### src/pkg/wtsp_pkg.sv
// Shared constants for the weekly timer scheduler
package wtsp_pkg;

  // Structure sizes
  localparam int unsigned NUM_TIMERS   = 4;
  localparam int unsigned NUM_PAUSE    = 20;
  localparam int unsigned MIN_W        = 11;
  localparam int unsigned PAUSE_W      = 16;

  // Register map, byte addresses
  localparam logic [7:0] TMR_BASE      = 8'h00;
  localparam logic [7:0] TMR_STRIDE    = 8'h10;
  localparam logic [7:0] TMR_CTRL_OFS  = 8'h00;
  localparam logic [7:0] TMR_START_OFS = 8'h04;
  localparam logic [7:0] TMR_END_OFS   = 8'h08;
  localparam logic [7:0] PAUSE_BASE    = 8'h40;
  localparam logic [7:0] STATUS_OFS    = 8'h90;

  // Timer control word layout
  localparam int unsigned MODE_LSB     = 0;
  localparam int unsigned MASK_LSB     = 8;

  // Pause entry layout
  localparam int unsigned PE_EN_BIT    = 15;
  localparam int unsigned PE_FMT_BIT   = 13;
  localparam int unsigned PE_MON_LSB   = 8;
  localparam int unsigned PE_DAY_LSB   = 3;
  localparam int unsigned PE_WD_LSB    = 0;
  localparam logic [4:0]  WEEK_FINAL   = 5'h05;

  // Status word layout
  localparam int unsigned ST_RUN_BIT   = 0;
  localparam int unsigned ST_ACT_BIT   = 1;
  localparam int unsigned ST_PAUSE_BIT = 2;
  localparam int unsigned ST_FLAG_LSB  = 4;

  // Reset values
  localparam logic [1:0]  MODE_RST     = 2'h0;
  localparam logic [6:0]  MASK_RST     = 7'h00;
  localparam logic [10:0] TIME_RST     = 11'h000;
  localparam logic [15:0] PAUSE_RST    = 16'h0000;

  // Timer operating modes
  typedef enum logic [1:0] {
    WTSP_MODE_OFF  = 2'h0,
    WTSP_MODE_RUN  = 2'h1,
    WTSP_MODE_FLAG = 2'h2,
    WTSP_MODE_BOTH = 2'h3
  } wtsp_mode_e;

endpackage : wtsp_pkg

### src/design/wtsp_sched.sv
// Local design decisions: the address map and the APB register port.
`timescale 1ns/1ns

// Summary of operation
// [RQ1] Weekday mask: Monday bit 0 through Sunday bit 6.
// [RQ2] Several mask bits may be set; timer starts on every selected day.
// [RQ3] Four independent timers, each with mode, start, end and mask.
// [RQ4] Twenty pause entries, each stored and matched on its own.
// [RQ5] A matching enabled pause entry suppresses all timer operation.
// [RQ6] Pause entry bit 15 enables it; when clear it never matches.
// [RQ7] Pause bit 13 picks month-day format (1) or week-weekday format (0).
// [RQ8] Month field must equal the current month in both formats.
// [RQ9] Middle field is day 1 to 31, or week 1 to 4 or final.
// [RQ10] Weekday format: low bits give Monday to Sunday, matched with month and week.
// [RQ11] Pause entries are 16-bit unsigned and accept any value.
// [RQ12] Mode 0 off, 1 run request, 2 output flags, 3 both.
// [RQ13] Start before end runs same day; otherwise runs into next day's end time.
// [RQ14] Common in-operation flag plus one flag per timer in output modes.
// [RQ15] Final-week entry matches the last such weekday of the month.
module wtsp_sched #(
  parameter int unsigned NUM_TIMERS = wtsp_pkg::NUM_TIMERS,
  parameter int unsigned NUM_PAUSE  = wtsp_pkg::NUM_PAUSE
) (
  input  wire logic                  sys_clk,
  input  wire logic                  rst_b,
  // APB slave
  input  wire logic                  psel,
  input  wire logic                  penable,
  input  wire logic                  pwrite,
  input  wire logic [7:0]            paddr,
  input  wire logic [31:0]           pwdata,
  output logic                       pready,
  output logic [31:0]                prdata,
  output logic                       pslverr,
  // Calendar from the real-time clock logic, same clock domain
  input  wire logic [3:0]            cal_month,
  input  wire logic [4:0]            cal_day,
  input  wire logic [2:0]            cal_weekday,
  input  wire logic [4:0]            cal_days_in_month,
  input  wire logic [10:0]           cal_minute,
  // Outputs toward run control and digital outputs
  output logic                       run_request,
  output logic                       schedule_active_flag,
  output logic [NUM_TIMERS-1:0]      timer_enabled_flags,
  output logic                       pause_day_active
);

  // All module state in one packed struct
  typedef struct packed {
    logic [NUM_TIMERS-1:0][1:0]                mode;
    logic [NUM_TIMERS-1:0][6:0]                mask;
    logic [NUM_TIMERS-1:0][wtsp_pkg::MIN_W-1:0] t_start;
    logic [NUM_TIMERS-1:0][wtsp_pkg::MIN_W-1:0] t_end;
    logic [NUM_PAUSE-1:0][wtsp_pkg::PAUSE_W-1:0] pause;
    logic                                      run;
    logic                                      active;
    logic                                      paused;
    logic [NUM_TIMERS-1:0]                     flags;
    logic [31:0]                               rdata;
    logic                                      err;
  } wtsp_state_s;

  wtsp_state_s state_q;
  wtsp_state_s state_d;

  logic [NUM_TIMERS-1:0] tmr_on;
  logic [NUM_PAUSE-1:0]  pause_hit;
  logic [6:0]            today_bit;
  logic [6:0]            yesterday_bit;
  logic [2:0]            week_of_month;
  logic                  last_week;

  // Today and yesterday as one-hot weekday bits, Monday = 0
  always_comb begin
    today_bit     = 7'h01 << cal_weekday; // RQ1
    yesterday_bit = (cal_weekday == 3'h0) ? 7'h40 : (7'h01 << (cal_weekday - 3'h1));
  end

  // Week position of the current day within its month
  always_comb begin
    week_of_month = 3'((5'(cal_day - 5'h01) / 5'h07) + 5'h01);
    last_week     = (6'(cal_day) + 6'h07) > 6'(cal_days_in_month); // RQ15
  end

  // Per-timer window decode
  for (genvar t = 0; t < NUM_TIMERS; t++) begin : g_tmr
    logic after_start;
    logic before_end;
    logic on_today;
    logic from_yday;
    always_comb begin
      after_start = cal_minute >= state_q.t_start[t];
      before_end  = cal_minute < state_q.t_end[t];
      on_today    = |(state_q.mask[t] & today_bit); // RQ2
      from_yday   = |(state_q.mask[t] & yesterday_bit);
      if (state_q.t_start[t] < state_q.t_end[t]) begin // RQ13
        tmr_on[t] = on_today && after_start && before_end;
      end else begin
        tmr_on[t] = (on_today && after_start) || (from_yday && before_end); // RQ13
      end
    end
  end

  // Per-entry pause date match
  for (genvar p = 0; p < NUM_PAUSE; p++) begin : g_pause
    logic [15:0] ent;
    logic [3:0]  ent_mon;
    logic [4:0]  ent_mid;
    logic [2:0]  ent_wd;
    logic        week_ok;
    always_comb begin
      ent     = state_q.pause[p]; // RQ11
      ent_mon = ent[wtsp_pkg::PE_MON_LSB +: 4]; // RQ8
      ent_mid = ent[wtsp_pkg::PE_DAY_LSB +: 5]; // RQ9
      ent_wd  = ent[wtsp_pkg::PE_WD_LSB +: 3]; // RQ10
      week_ok = (ent_mid == wtsp_pkg::WEEK_FINAL) ? last_week // RQ15
                : (ent_mid == 5'(week_of_month));
      pause_hit[p] = 1'b0;
      if (ent[wtsp_pkg::PE_EN_BIT] && (ent_mon == cal_month)) begin // RQ6 RQ8
        if (ent[wtsp_pkg::PE_FMT_BIT]) begin // RQ7
          pause_hit[p] = (ent_mid == cal_day); // RQ9
        end else begin
          pause_hit[p] = week_ok && (ent_wd == (cal_weekday + 3'h1)); // RQ10
        end
      end
    end
  end

  // Next-state: register writes, read capture, schedule outputs
  always_comb begin
    logic        paused_now;
    logic        any_run;
    logic        setup;
    logic [7:0]  rel;
    logic [31:0] rd;
    logic        hit;
    paused_now = |pause_hit; // RQ4 RQ5
    any_run    = 1'b0;
    setup      = psel && !penable;
    rel        = 8'h00;
    rd         = 32'h0000_0000;
    hit        = 1'b0;
    state_d    = state_q;

    // Mode gating of each timer, all held off on a pause day
    for (int t = 0; t < NUM_TIMERS; t++) begin
      state_d.flags[t] = !paused_now && tmr_on[t] && state_q.mode[t][1]; // RQ12 RQ14 RQ5
      any_run = any_run || (!paused_now && tmr_on[t] && state_q.mode[t][0]); // RQ12
    end
    state_d.run    = any_run;
    state_d.active = |state_d.flags; // RQ14
    state_d.paused = paused_now;

    // Timer registers
    for (int t = 0; t < NUM_TIMERS; t++) begin
      rel = 8'(paddr - (wtsp_pkg::TMR_BASE + 8'(t) * wtsp_pkg::TMR_STRIDE));
      if (paddr >= 8'(wtsp_pkg::TMR_BASE + 8'(t) * wtsp_pkg::TMR_STRIDE) &&
          rel < wtsp_pkg::TMR_STRIDE) begin
        unique case (rel)
          wtsp_pkg::TMR_CTRL_OFS: begin
            hit = 1'b1;
            rd  = {17'h0, state_q.mask[t], 6'h0, state_q.mode[t]};
            if (psel && penable && pwrite) begin
              state_d.mode[t] = pwdata[wtsp_pkg::MODE_LSB +: 2]; // RQ3
              state_d.mask[t] = pwdata[wtsp_pkg::MASK_LSB +: 7]; // RQ1
            end
          end
          wtsp_pkg::TMR_START_OFS: begin
            hit = 1'b1;
            rd  = {21'h0, state_q.t_start[t]};
            if (psel && penable && pwrite) begin
              state_d.t_start[t] = pwdata[wtsp_pkg::MIN_W-1:0];
            end
          end
          wtsp_pkg::TMR_END_OFS: begin
            hit = 1'b1;
            rd  = {21'h0, state_q.t_end[t]};
            if (psel && penable && pwrite) begin
              state_d.t_end[t] = pwdata[wtsp_pkg::MIN_W-1:0];
            end
          end
          default: begin
          end
        endcase
      end
    end

    // Pause entries
    for (int p = 0; p < NUM_PAUSE; p++) begin
      if (paddr == 8'(wtsp_pkg::PAUSE_BASE + 8'(p) * 8'h04)) begin
        hit = 1'b1;
        rd  = {16'h0, state_q.pause[p]};
        if (psel && penable && pwrite) begin
          state_d.pause[p] = pwdata[wtsp_pkg::PAUSE_W-1:0]; // RQ11
        end
      end
    end

    // Status word, read only
    if (paddr == wtsp_pkg::STATUS_OFS) begin
      hit = 1'b1;
      rd  = 32'h0000_0000;
      rd[wtsp_pkg::ST_RUN_BIT]   = state_q.run;
      rd[wtsp_pkg::ST_ACT_BIT]   = state_q.active;
      rd[wtsp_pkg::ST_PAUSE_BIT] = state_q.paused;
      rd[wtsp_pkg::ST_FLAG_LSB +: NUM_TIMERS] = state_q.flags;
    end

    // Read data and error captured in the setup cycle
    if (setup) begin
      state_d.rdata = pwrite ? 32'h0000_0000 : rd;
      state_d.err   = !hit || (pwrite && (paddr == wtsp_pkg::STATUS_OFS));
    end
  end

  // State register
  always_ff @(posedge sys_clk or negedge rst_b) begin
    if (!rst_b) begin
      state_q <= '0;
    end else begin
      state_q <= state_d;
    end
  end

  // Zero-wait APB answer, pready and pslverr gated by psel and penable; prdata and schedule outputs straight from flops
  assign pready               = psel && penable;
  assign prdata               = state_q.rdata;
  assign pslverr              = psel && penable && state_q.err;
  assign run_request          = state_q.run;
  assign schedule_active_flag = state_q.active; // RQ14
  assign timer_enabled_flags  = state_q.flags;
  assign pause_day_active     = state_q.paused;

endmodule : wtsp_sched

### config.mk
export PLATFORM = sky130hd
export DESIGN_NAME = wtsp_sched
export DESIGN_NICKNAME = d
export VERILOG_FILES = /design/src/pkg/wtsp_pkg.sv /design/src/design/wtsp_sched.sv
export SDC_FILE = /design/constraint.sdc
export NUM_CORES = 1
export LEC_CHECK = 0
export ABC_AREA = 1
export CORE_MARGIN = 1
export CORE_UTILIZATION = 25
export DETAILED_ROUTE_END_ITERATION = 16
export DONT_BUFFER_PORTS = 1
export GPL_TIMING_DRIVEN = 0
export PLACE_DENSITY_LB_ADDON = 0.08
export RECOVER_POWER = 100
export SYNTH_ARGS = -nofsm -noshare
export SYNTH_HDL_FRONTEND = slang
export SYNTH_SLANG_ARGS = --single-unit
### constraint.sdc
create_clock -name sys_clk -period 6.6 [get_ports sys_clk]
set_input_delay 0 -clock sys_clk [delete_from_list [all_inputs] [get_ports sys_clk]]
set_output_delay 0 -clock sys_clk [all_outputs]
set_load 0.03 [all_outputs]
### After elaboration in Yosys (flattened, before gate mapping)

Cells that the tools add are included.

* register bits after elaboration: 484
* input bits: 73
* output and inout port bits: 41

* $add $sub $neg: 8
* div/mod/pow operators: 1
* $lt $le $gt $ge: 21
* equality and inequality tests: 129
* shift operators: 2
* multiplexer cells: 124
* bitwise operators: 8
* reductions and logical operators: 135

Operators by type and width (count)
* $mux 32: 25
* $pmux 32 s3: 3
* $eq 8x7->1 const B: 16
* $eq 5x3->1: 20
* $eq 5x3->1 const B: 20
* $eq 5x5->1: 20
* $mux 1: 93
* $lt 11x11->1: 8
* $eq 4x4->1: 20
* $logic_and 1x1->1: 73
* $eq 3x3->1: 20
* $and 7x7->7: 8
* $reduce_or 7->1: 8
* $pmux 15 s3: 1
* $ge 11x11->1: 4
* $eq 8x8->1 const B: 5
* $reduce_and 2->1: 20
* $reduce_and 3->1: 12
* $eq 8x3->1 const B: 4
* $eq 8x4->1 const B: 4
* $logic_not 8->1: 4
* $lt 8x5->1 const B: 4
* $reduce_or 20->1: 1
* $ge 8x6->1 const B: 2
* 18 further kinds: 33

### Logic depth before layout (Yosys ltp)

Gate-level depths: netlist (run 1).

* depth in word-level cells: 33
* gate-level depth with buffers: 41
* gate-level depth less buffers: 37

### Worst setup path after synthesis (run 1)

OpenSTA, ideal clock, no wires.

* path kind: input-to-reg
* start point: in cal_day[1]
* end point: reg state_q (netlist bit schedule_active_flag)
* setup time: 65 ps
* data arrival time: 4269 ps
* data required time: 6535 ps
* path slack: 2266 ps
* cell stages on the path: 35
* buffers on the path: 4
* path through: clkbuf_1 inv_1 clkbuf_1 ha_1 xnor2_1 inv_2 ha_1 nand2_1 inv_1 nand3_1 nand2_2 ha_1 xnor2_1 nand2_1 nand2_1 nor2_4 nand2_2 buf_4 ha_1 clkinv_1 clkbuf_1 o2111a_1 nand3_1 nand2_1 nand2_1 nand2_1 nand2_1 nand2_1 nor2_1 nand2_2 nor2_8 nand4_1 nand2_1 inv_1 nand2_1

RTL lines
* from (decl): line wtsp_sched.sv:37 `input wire logic [4:0] cal_day,`
* to (signal assigned): line wtsp_sched.sv:221 `state_q <= state_d;`
* to (decl): line wtsp_sched.sv:63 `wtsp_state_s state_q;`

==> key figures, run 1 <==
Critical path
  • Largest stage delay, worst path: 0.76 ns
  • Worst EP required: 7.17 ns
  • Worst Path Max Fanout: 12
  • Cell mode on critical path: nand2_1
  • CP Class: primary input to flop
  • Critical-path top delay cell: inv_1
  • CP startpoint kind: primary input
  • Worst EP arrival: roughly 7 ns
  • CP Capture Type: flop

Global routing
  • Initial antenna violation count: 8
  • GRT Total Usage: 26.0%
  • Vias in the first global route: roughly 29k
  • Largest net degree at the start of global routing: 469
  • GR Overflow Total: 0
  • First-pass GRT wire length: 223000 um

Clocking
  • CTS sink cnt: between 400 and 500
  • Post-CTS setup repair buffer count: 0
  • Root buf cell: clkbuf_16
  • Later-pin clock latency in the skew report: ~0.66 ns
  • H-tree levels: 3
  • Clk buf depth: 3
  • CTS Buf Count: between 60 and 70
  • Hold Buf Count CTS: 18
  • Clock transition at path regs: about 0.050 ns
  • CTS tree: done

STA
  • Final setup fails: 0
  • Max Clock Skew: between 0.02 and 0.03 ns
  • Fin. max-slew vios: around 130
  • Max Fclk: between 0.15 and 0.2 GHz
  • Tcrit/Tclk final: between 90% and 100%
  • Final Critical Period: 6.35 ns
  • Hold WS: -0.938 ns
  • Unrepaired setup endpoints after global routing: no
  • Final Hold Fails: about 470
  • Slew margin rel.: -10.1%
  • Slew at the pin closest to its max-slew limit: roughly 1.7 ns

Synth
  • Ys Warns: 0
  • Top post-synthesis cells by area: dfrtp_1 (40%), nand2_1 (15%), o21ai_0 (9.4%), ha_1 (6.2%), inv_1 (5.2%)
  • Post-synth top area share: 39.6%
  • EDFF count, synth: 0
  • Yosys reg bits: approximately 470
  • Leading area contributor after synthesis: dfrtp_1
  • Register area share after synthesis: between 30% and 40%
  • Async S/R FF share, synth: between 90% and 100%
  • Post-synthesis cell count: between 4k and 5k
  • Dominant synthesized flop cell: dfrtp_1
  • Netlist Area Pre-Place: between 20000 and 30000 sq um
  • Synthesized area per cell: between 7 and 8 sq um
  • Synth unique cells: between 50 and 60

Worst hold path
  • Type of the tightest min-delay check: primary input to asynchronous set/reset pin

Finish
  • Multi-input logic area: ~15000 sq um
  • Commonest non-fill, non-tap cell in the layout: nand2_1
  • Design area: between 30000 and 40000 sq um
  • Syn-to-layout area delta: 14.4%
  • Share of cells above drive strength 1: 4.28%
  • Core Util, Final: just under 30%
  • Sequential Area: between 10000 and 15000 sq um
  • Final net count: 4342
  • Most frequent cells in the layout: nand2_1 (1178), o21ai_0 (558), dfrtp_1 (468), inv_1 (413), clkbuf_1 (215)
  • Fillers: about 13k

Job
  • Max capacitance violation total: 1

Pwr
  • PwrDens: between 200 and 250 nW/um^2
  • Clock share of power: a little under half
  • Cell internal pwr: between 5 and 6 mW
  • Switching part of the total: between 30% and 40%
  • Sequential share of power: 38.5%
  • Sw Pwr: ~2.3 mW
  • Leak: about 15 nW
  • Combinational power share: around 14%
  • Peak VDD IR: between 150 and 200 uV

Floorplanning
  • FP Rows: 125
  • Die outline height: 346 um
  • DIE AREA: about 120000 sq um
  • Core ar.: 117000 sq um
  • IO Pins: between 100 and 150
  • Initial Utilization: between 20% and 30%
  • Die width: 346 um

Placed design
  • Port Buffers: 0
  • Final weighted congestion in routability-driven placement: slightly below 0.9
  • Placed cell areas: around 32000 sq um
  • DP HPWL: 114000 um

Route
  • Vias post-DR: 30.1k
  • Via density: ~5.3
  • DRT Pass-1 Iters: 7
  • Drc violations: 0
  • Iter 0 DRT Violations: between 3k and 4k
  • Final ANT Viol Nets: 0
  • Final WL: ~160000 um
  • Routed len/inst: between 20 and 30 um

Outcome
  • Status: finished, violations left
  • Failing checks: negative hold slack, max-capacitance violations, max-slew violations
==> state kept, by name, indices dropped and copies added (netlist names) <==
name	count
g_pause.ent	320
state_q	125
prdata	16
timer_enabled_flags	4
pause_day_active	1
run_request	1
schedule_active_flag	1
==> critical path: cells and delay by family <==
family	cells	cell delay (ns)
and+or+nand+nor	24	2.97
buffers and inverters	10	2.70
adders and majority gates	3	0.87
xor gates and xnor gates	1	0.19
AOI/OAI and AO/OA	1	0.14
==> final cells by class <==
class                      instances  area share, %
antenna                            5         0.0370
buffer                           243           2.96
clock buffer                      87           5.47
clock inverter                    22          0.839
inverter                         426           4.72
multi-input combinational       2896           45.1
sequential                       468           34.6
tap                             1524           5.63
timing repair buffer              21          0.632
==> cells by family after synthesis <==
| family | synth area share, % |
|---|---|
| AO/OA/AOI/OAI | 20.1 |
| XOR/XNOR | 2.60 |
| flip-flops | 39.6 |
| other | 0.0127 |
| buffers and inverters | 9.06 |
| AND/OR/NAND/NOR | 22.5 |
| adder cells (fa/ha/maj) | 6.17 |
==> through the flow <==
stage	std cells	setup TNS [ns]	hold slack, ns	worst slack [ns]	power, mW
finish	5692	0	-0.938	0.250	7.71
global route	5687	0	-0.956	0.0183	7.95
CTS	5687	0	-0.964	0.137	7.76
detailed placement	5561	-3.78	-0.271	-0.741	4.04
global placement	5559	-4.11	-0.267	-0.798	4.03
floorplan	4035	0	-0.296	2.27	3.57
==> layer usage <==
layer	up-vias	share of wire, %	routed length, um	global-route usage (%)
met3	213	6.7	10600	4.43
met4	2	2.9	4600	7.77
met1	15008	47	74200	37.1
li1	13665	-	-	-
met2	1181	43	68700	39.8
met5	-	0.0089	14	0
==> repair_timing <==
action                     4_1_cts  5_1_grt
cloned                           0        0
hold endpoints to repair       530      468
setup endpoints to repair        1        6
resized for setup                1        0
==> worst paths after layout <==
check	slack, ns	depth (start not counted)	startpoint	to
worst max-delay path	0.25	39	cal_day[1]	schedule_active_flag$_DFF_PN0_
worst min-delay path	-0.94	0	rst_b	state_q[409]$_DFFE_PN0P_
worst max register to register	2.95	16	state_q[454]$_DFFE_PN0P_	prdata[14]$_DFFE_PN0P_
worst min register to register	0.48	2	state_q[366]$_DFFE_PN0P_	state_q[366]$_DFFE_PN0P_
max in group asynchronous	6.21	0	rst_b	g_pause[10].ent[14]$_DFFE_PN0P_
min in group sys_clk	0.02	2	pwdata[6]	g_pause[6].ent[6]$_DFFE_PN0P_
==> cell usage after synthesis, types with 5 or more instances <==
master and count:
clkinv_1 7, buf_1 9, nor2_1 171, o2111ai_1 33
o221ai_1 20, o2111a_1 7, a221oi_1 51, o21a_1 9
a211oi_1 16, ha_1 146, buf_4 41, a2111oi_0 20
inv_2 6, a21oi_1 142, a31oi_1 23, xor2_1 43
nand2_2 9, clkbuf_1 188, o31ai_1 5, nand3_1 136
nand3b_1 9, or2_2 13, o211ai_1 12, a21o_1 8
nor3_1 32, inv_1 413, nand2_1 1178, o22ai_1 98
o21ai_0 558, nand3_2 5, xnor2_1 45, nor4_1 26
nand4_1 34, dfrtp_1 468, buf_2 7
==> power by group through the flow <==
stage,clock (mW),sequential (mW),combinational (mW)
finish,3.70,2.97,1.04
floorplan,0,3.00,0.570
global placement,0,3.02,1.02
detailed placement,0,3.02,1.02
global route,3.88,2.97,1.10
CTS,3.77,2.97,1.02
(Power assumes the default switching activity.)
==> run 2, diff against run 1 <==
--- a/config.mk
+++ b/config.mk
@@ -6,10 +6,10 @@
 export NUM_CORES = 1
 export LEC_CHECK = 0
 export ABC_AREA = 1
+export BUFFER_PORTS_ARGS = -buffer_cell sky130_fd_sc_hd__buf_2
 export CORE_MARGIN = 1
 export CORE_UTILIZATION = 25
 export DETAILED_ROUTE_END_ITERATION = 16
-export DONT_BUFFER_PORTS = 1
 export GPL_TIMING_DRIVEN = 0
 export PLACE_DENSITY_LB_ADDON = 0.08
 export RECOVER_POWER = 100
==> key figures, run 2 (synthesized netlist as in run 1, its figures left out) <==
Outcome
  • Status: finished, violations left
  • Failing checks: max-capacitance violations, max-slew violations

Global routing
  • Vias in the first global route: approximately 29k
  • First-pass GRT wire length: 224000 um
  • Largest net degree at the start of global routing: between 100 and 150
  • Initial antenna violation count: 14
  • GR Overflow Total: 0
  • GRT Total Usage: between 20% and 30%

Floorplanning
  • IO Pins: between 100 and 150
  • FP Rows: around 130
  • Die width: roughly 350 um
  • Core ar.: around 120000 sq um
  • Initial Utilization: approximately 25%
  • DIE AREA: between 100000 and 150000 sq um
  • Die outline height: approximately 350 um

Route
  • Vias post-DR: roughly 30k
  • Final ANT Viol Nets: 0
  • Iter 0 DRT Violations: around 3k
  • DRT Pass-1 Iters: 6
  • Routed len/inst: 27.6 um
  • Via density: 5.22
  • Drc violations: 0
  • Final WL: about 160000 um

Finish
  • Multi-input logic area: 15300 sq um
  • Share of cells above drive strength 1: roughly 6.1%
  • Fillers: 12.9k
  • Final net count: roughly 4.4k
  • Flip-flop count of the largest register after layout: 320
  • Core Util, Final: approximately 30%
  • Sequential Area: ~12000 sq um
  • Syn-to-layout area delta: 16.1%
  • Commonest non-fill, non-tap cell in the layout: nand2_1
  • Most frequent cells in the layout: nand2_1 (1178), o21ai_0 (558), dfrtp_1 (468), inv_1 (412), clkbuf_1 (215)

STA
  • Final setup fails: 0
  • Slew at the pin closest to its max-slew limit: 5.16 ns
  • Max Fclk: ~0.16 GHz
  • Max Clock Skew: around 0.020 ns
  • Slew margin rel.: -244%
  • Tcrit/Tclk final: a little over nine tenths
  • Fin. max-slew vios: approximately 530
  • TNS Setup: 0 ns
  • Final Hold Fails: 0
  • Unrepaired setup endpoints after global routing: no
  • Final Critical Period: roughly 6.2 ns

Placed design
  • DP HPWL: 115000 um
  • Final weighted congestion in routability-driven placement: between 0.9 and 1
  • Port Buffers: 76

Critical path
  • Worst Path Max Fanout: 12
  • Cell mode on critical path: nand2_1
  • Worst EP arrival: roughly 6.8 ns
  • CP Capture Type: flop
  • R2R depth: 16
  • Worst EP required: slightly above 7 ns
  • Largest stage delay, worst path: ~0.53 ns
  • Critical-path top delay cell: clkbuf_2
  • CP startpoint kind: primary input
  • CP Class: primary input to flop

Clocking
  • CTS sink cnt: around 470
  • Later-pin clock latency in the skew report: ~0.68 ns
  • CTS Buf Count: 60
  • CTS tree: done
  • Root buf cell: clkbuf_16
  • Clk buf depth: 3
  • H-tree levels: 2
  • Clock transition at path regs: approximately 0.060 ns

Worst hold path
  • Hold path depth: 3
  • Type of the tightest min-delay check: primary input to flop

Pwr
  • PwrDens: between 200 and 250 nW/um^2
  • Leak: roughly 15 nW
  • Peak VDD IR: approximately 200 uV

Job
  • Max capacitance violation total: 11
-- run 2: changes by cell type in the layout (fill, tap and decap cells not counted), moves of 4 or more --
cell       delta
buf_4        +22
clkinv_2      +9
diode_2       -4
buf_2        +47
clkbuf_16     -6
bufinv_16     +8
-- run 2: per-layer routing --
layer,track usage (%),wire length (um)
met2,39.6,68400
met5,0,13
met3,4.12,11300
met4,8.66,5570
met1,37.7,73900
-- run 2: area by class of cell --
class	instances	area share (%)
diodes	1	0.00728
inverters	426	4.68
clock inverters	41	1.70
multi-input cells	2896	44.4
well taps	1524	5.55
repair buffers	99	1.69
plain buffers	242	3.13
flip-flops and latches	468	34.1
clock buffers	71	4.76
-- run 2: stage by stage --
step	hold slack, ns	cell area (sq um)	std cells	worst slack (ns)	power, mW
2_1_floorplan	-0.296	29700	4035	2.27	3.57
3_3_place_gp	0.317	31900	5635	-5.42	4.15
3_5_place_dp	0.0175	32100	5640	-1.09	4.16
4_1_cts	0.00620	34500	5767	0.104	8.00
5_1_grt	0.0174	34400	5767	0.121	8.19
6_report	0.0337	34400	5768	0.417	7.92
-- run 2: worst paths after layout --
| path | slack (ns) | to | from |
|---|---|---|---|
| min in group asynchronous | 1.60 | state_q[365]$_DFFE_PN0P_ | rst_b |
| max | 0.42 | schedule_active_flag$_DFF_PN0_ | cal_day[1] |
| max in group asynchronous | 1.18 | g_pause[8].ent[11]$_DFFE_PN0P_ | rst_b |
| min reg2reg | 0.48 | state_q[362]$_DFFE_PN0P_ | state_q[362]$_DFFE_PN0P_ |
| max reg2reg | 3.18 | prdata[14]$_DFFE_PN0P_ | state_q[454]$_DFFE_PN0P_ |
| min | 0.03 | g_pause[8].ent[3]$_DFFE_PN0P_ | pwdata[3] |
-- run 2: what timing repair did --
item | CTS | global route
setup endpoints to repair | 6 | 6
pin swaps | 0 | 0
buffers inserted | 0 | 2
cloned | 0 | 0
resized for setup | 0 | 2
hold buffers | 16 | 0
endpoints found under the hold margin | 504 | 0
-- run 2: worst max-delay path, delay by kind of cell --
kind / cells / cell delay [ns]
AO/OA/AOI/OAI: 1 / 0.14
XOR/XNOR: 1 / 0.27
adder cells (fa/ha/maj): 3 / 0.82
buffers and inverters: 9 / 2.48
AND/OR/NAND/NOR: 25 / 3.04
-- run 2: power breakdown --
part	switching (mW)	internal, mW
registers	0.0546	2.91
logic	0.863	0.291
clock network	1.49	2.31
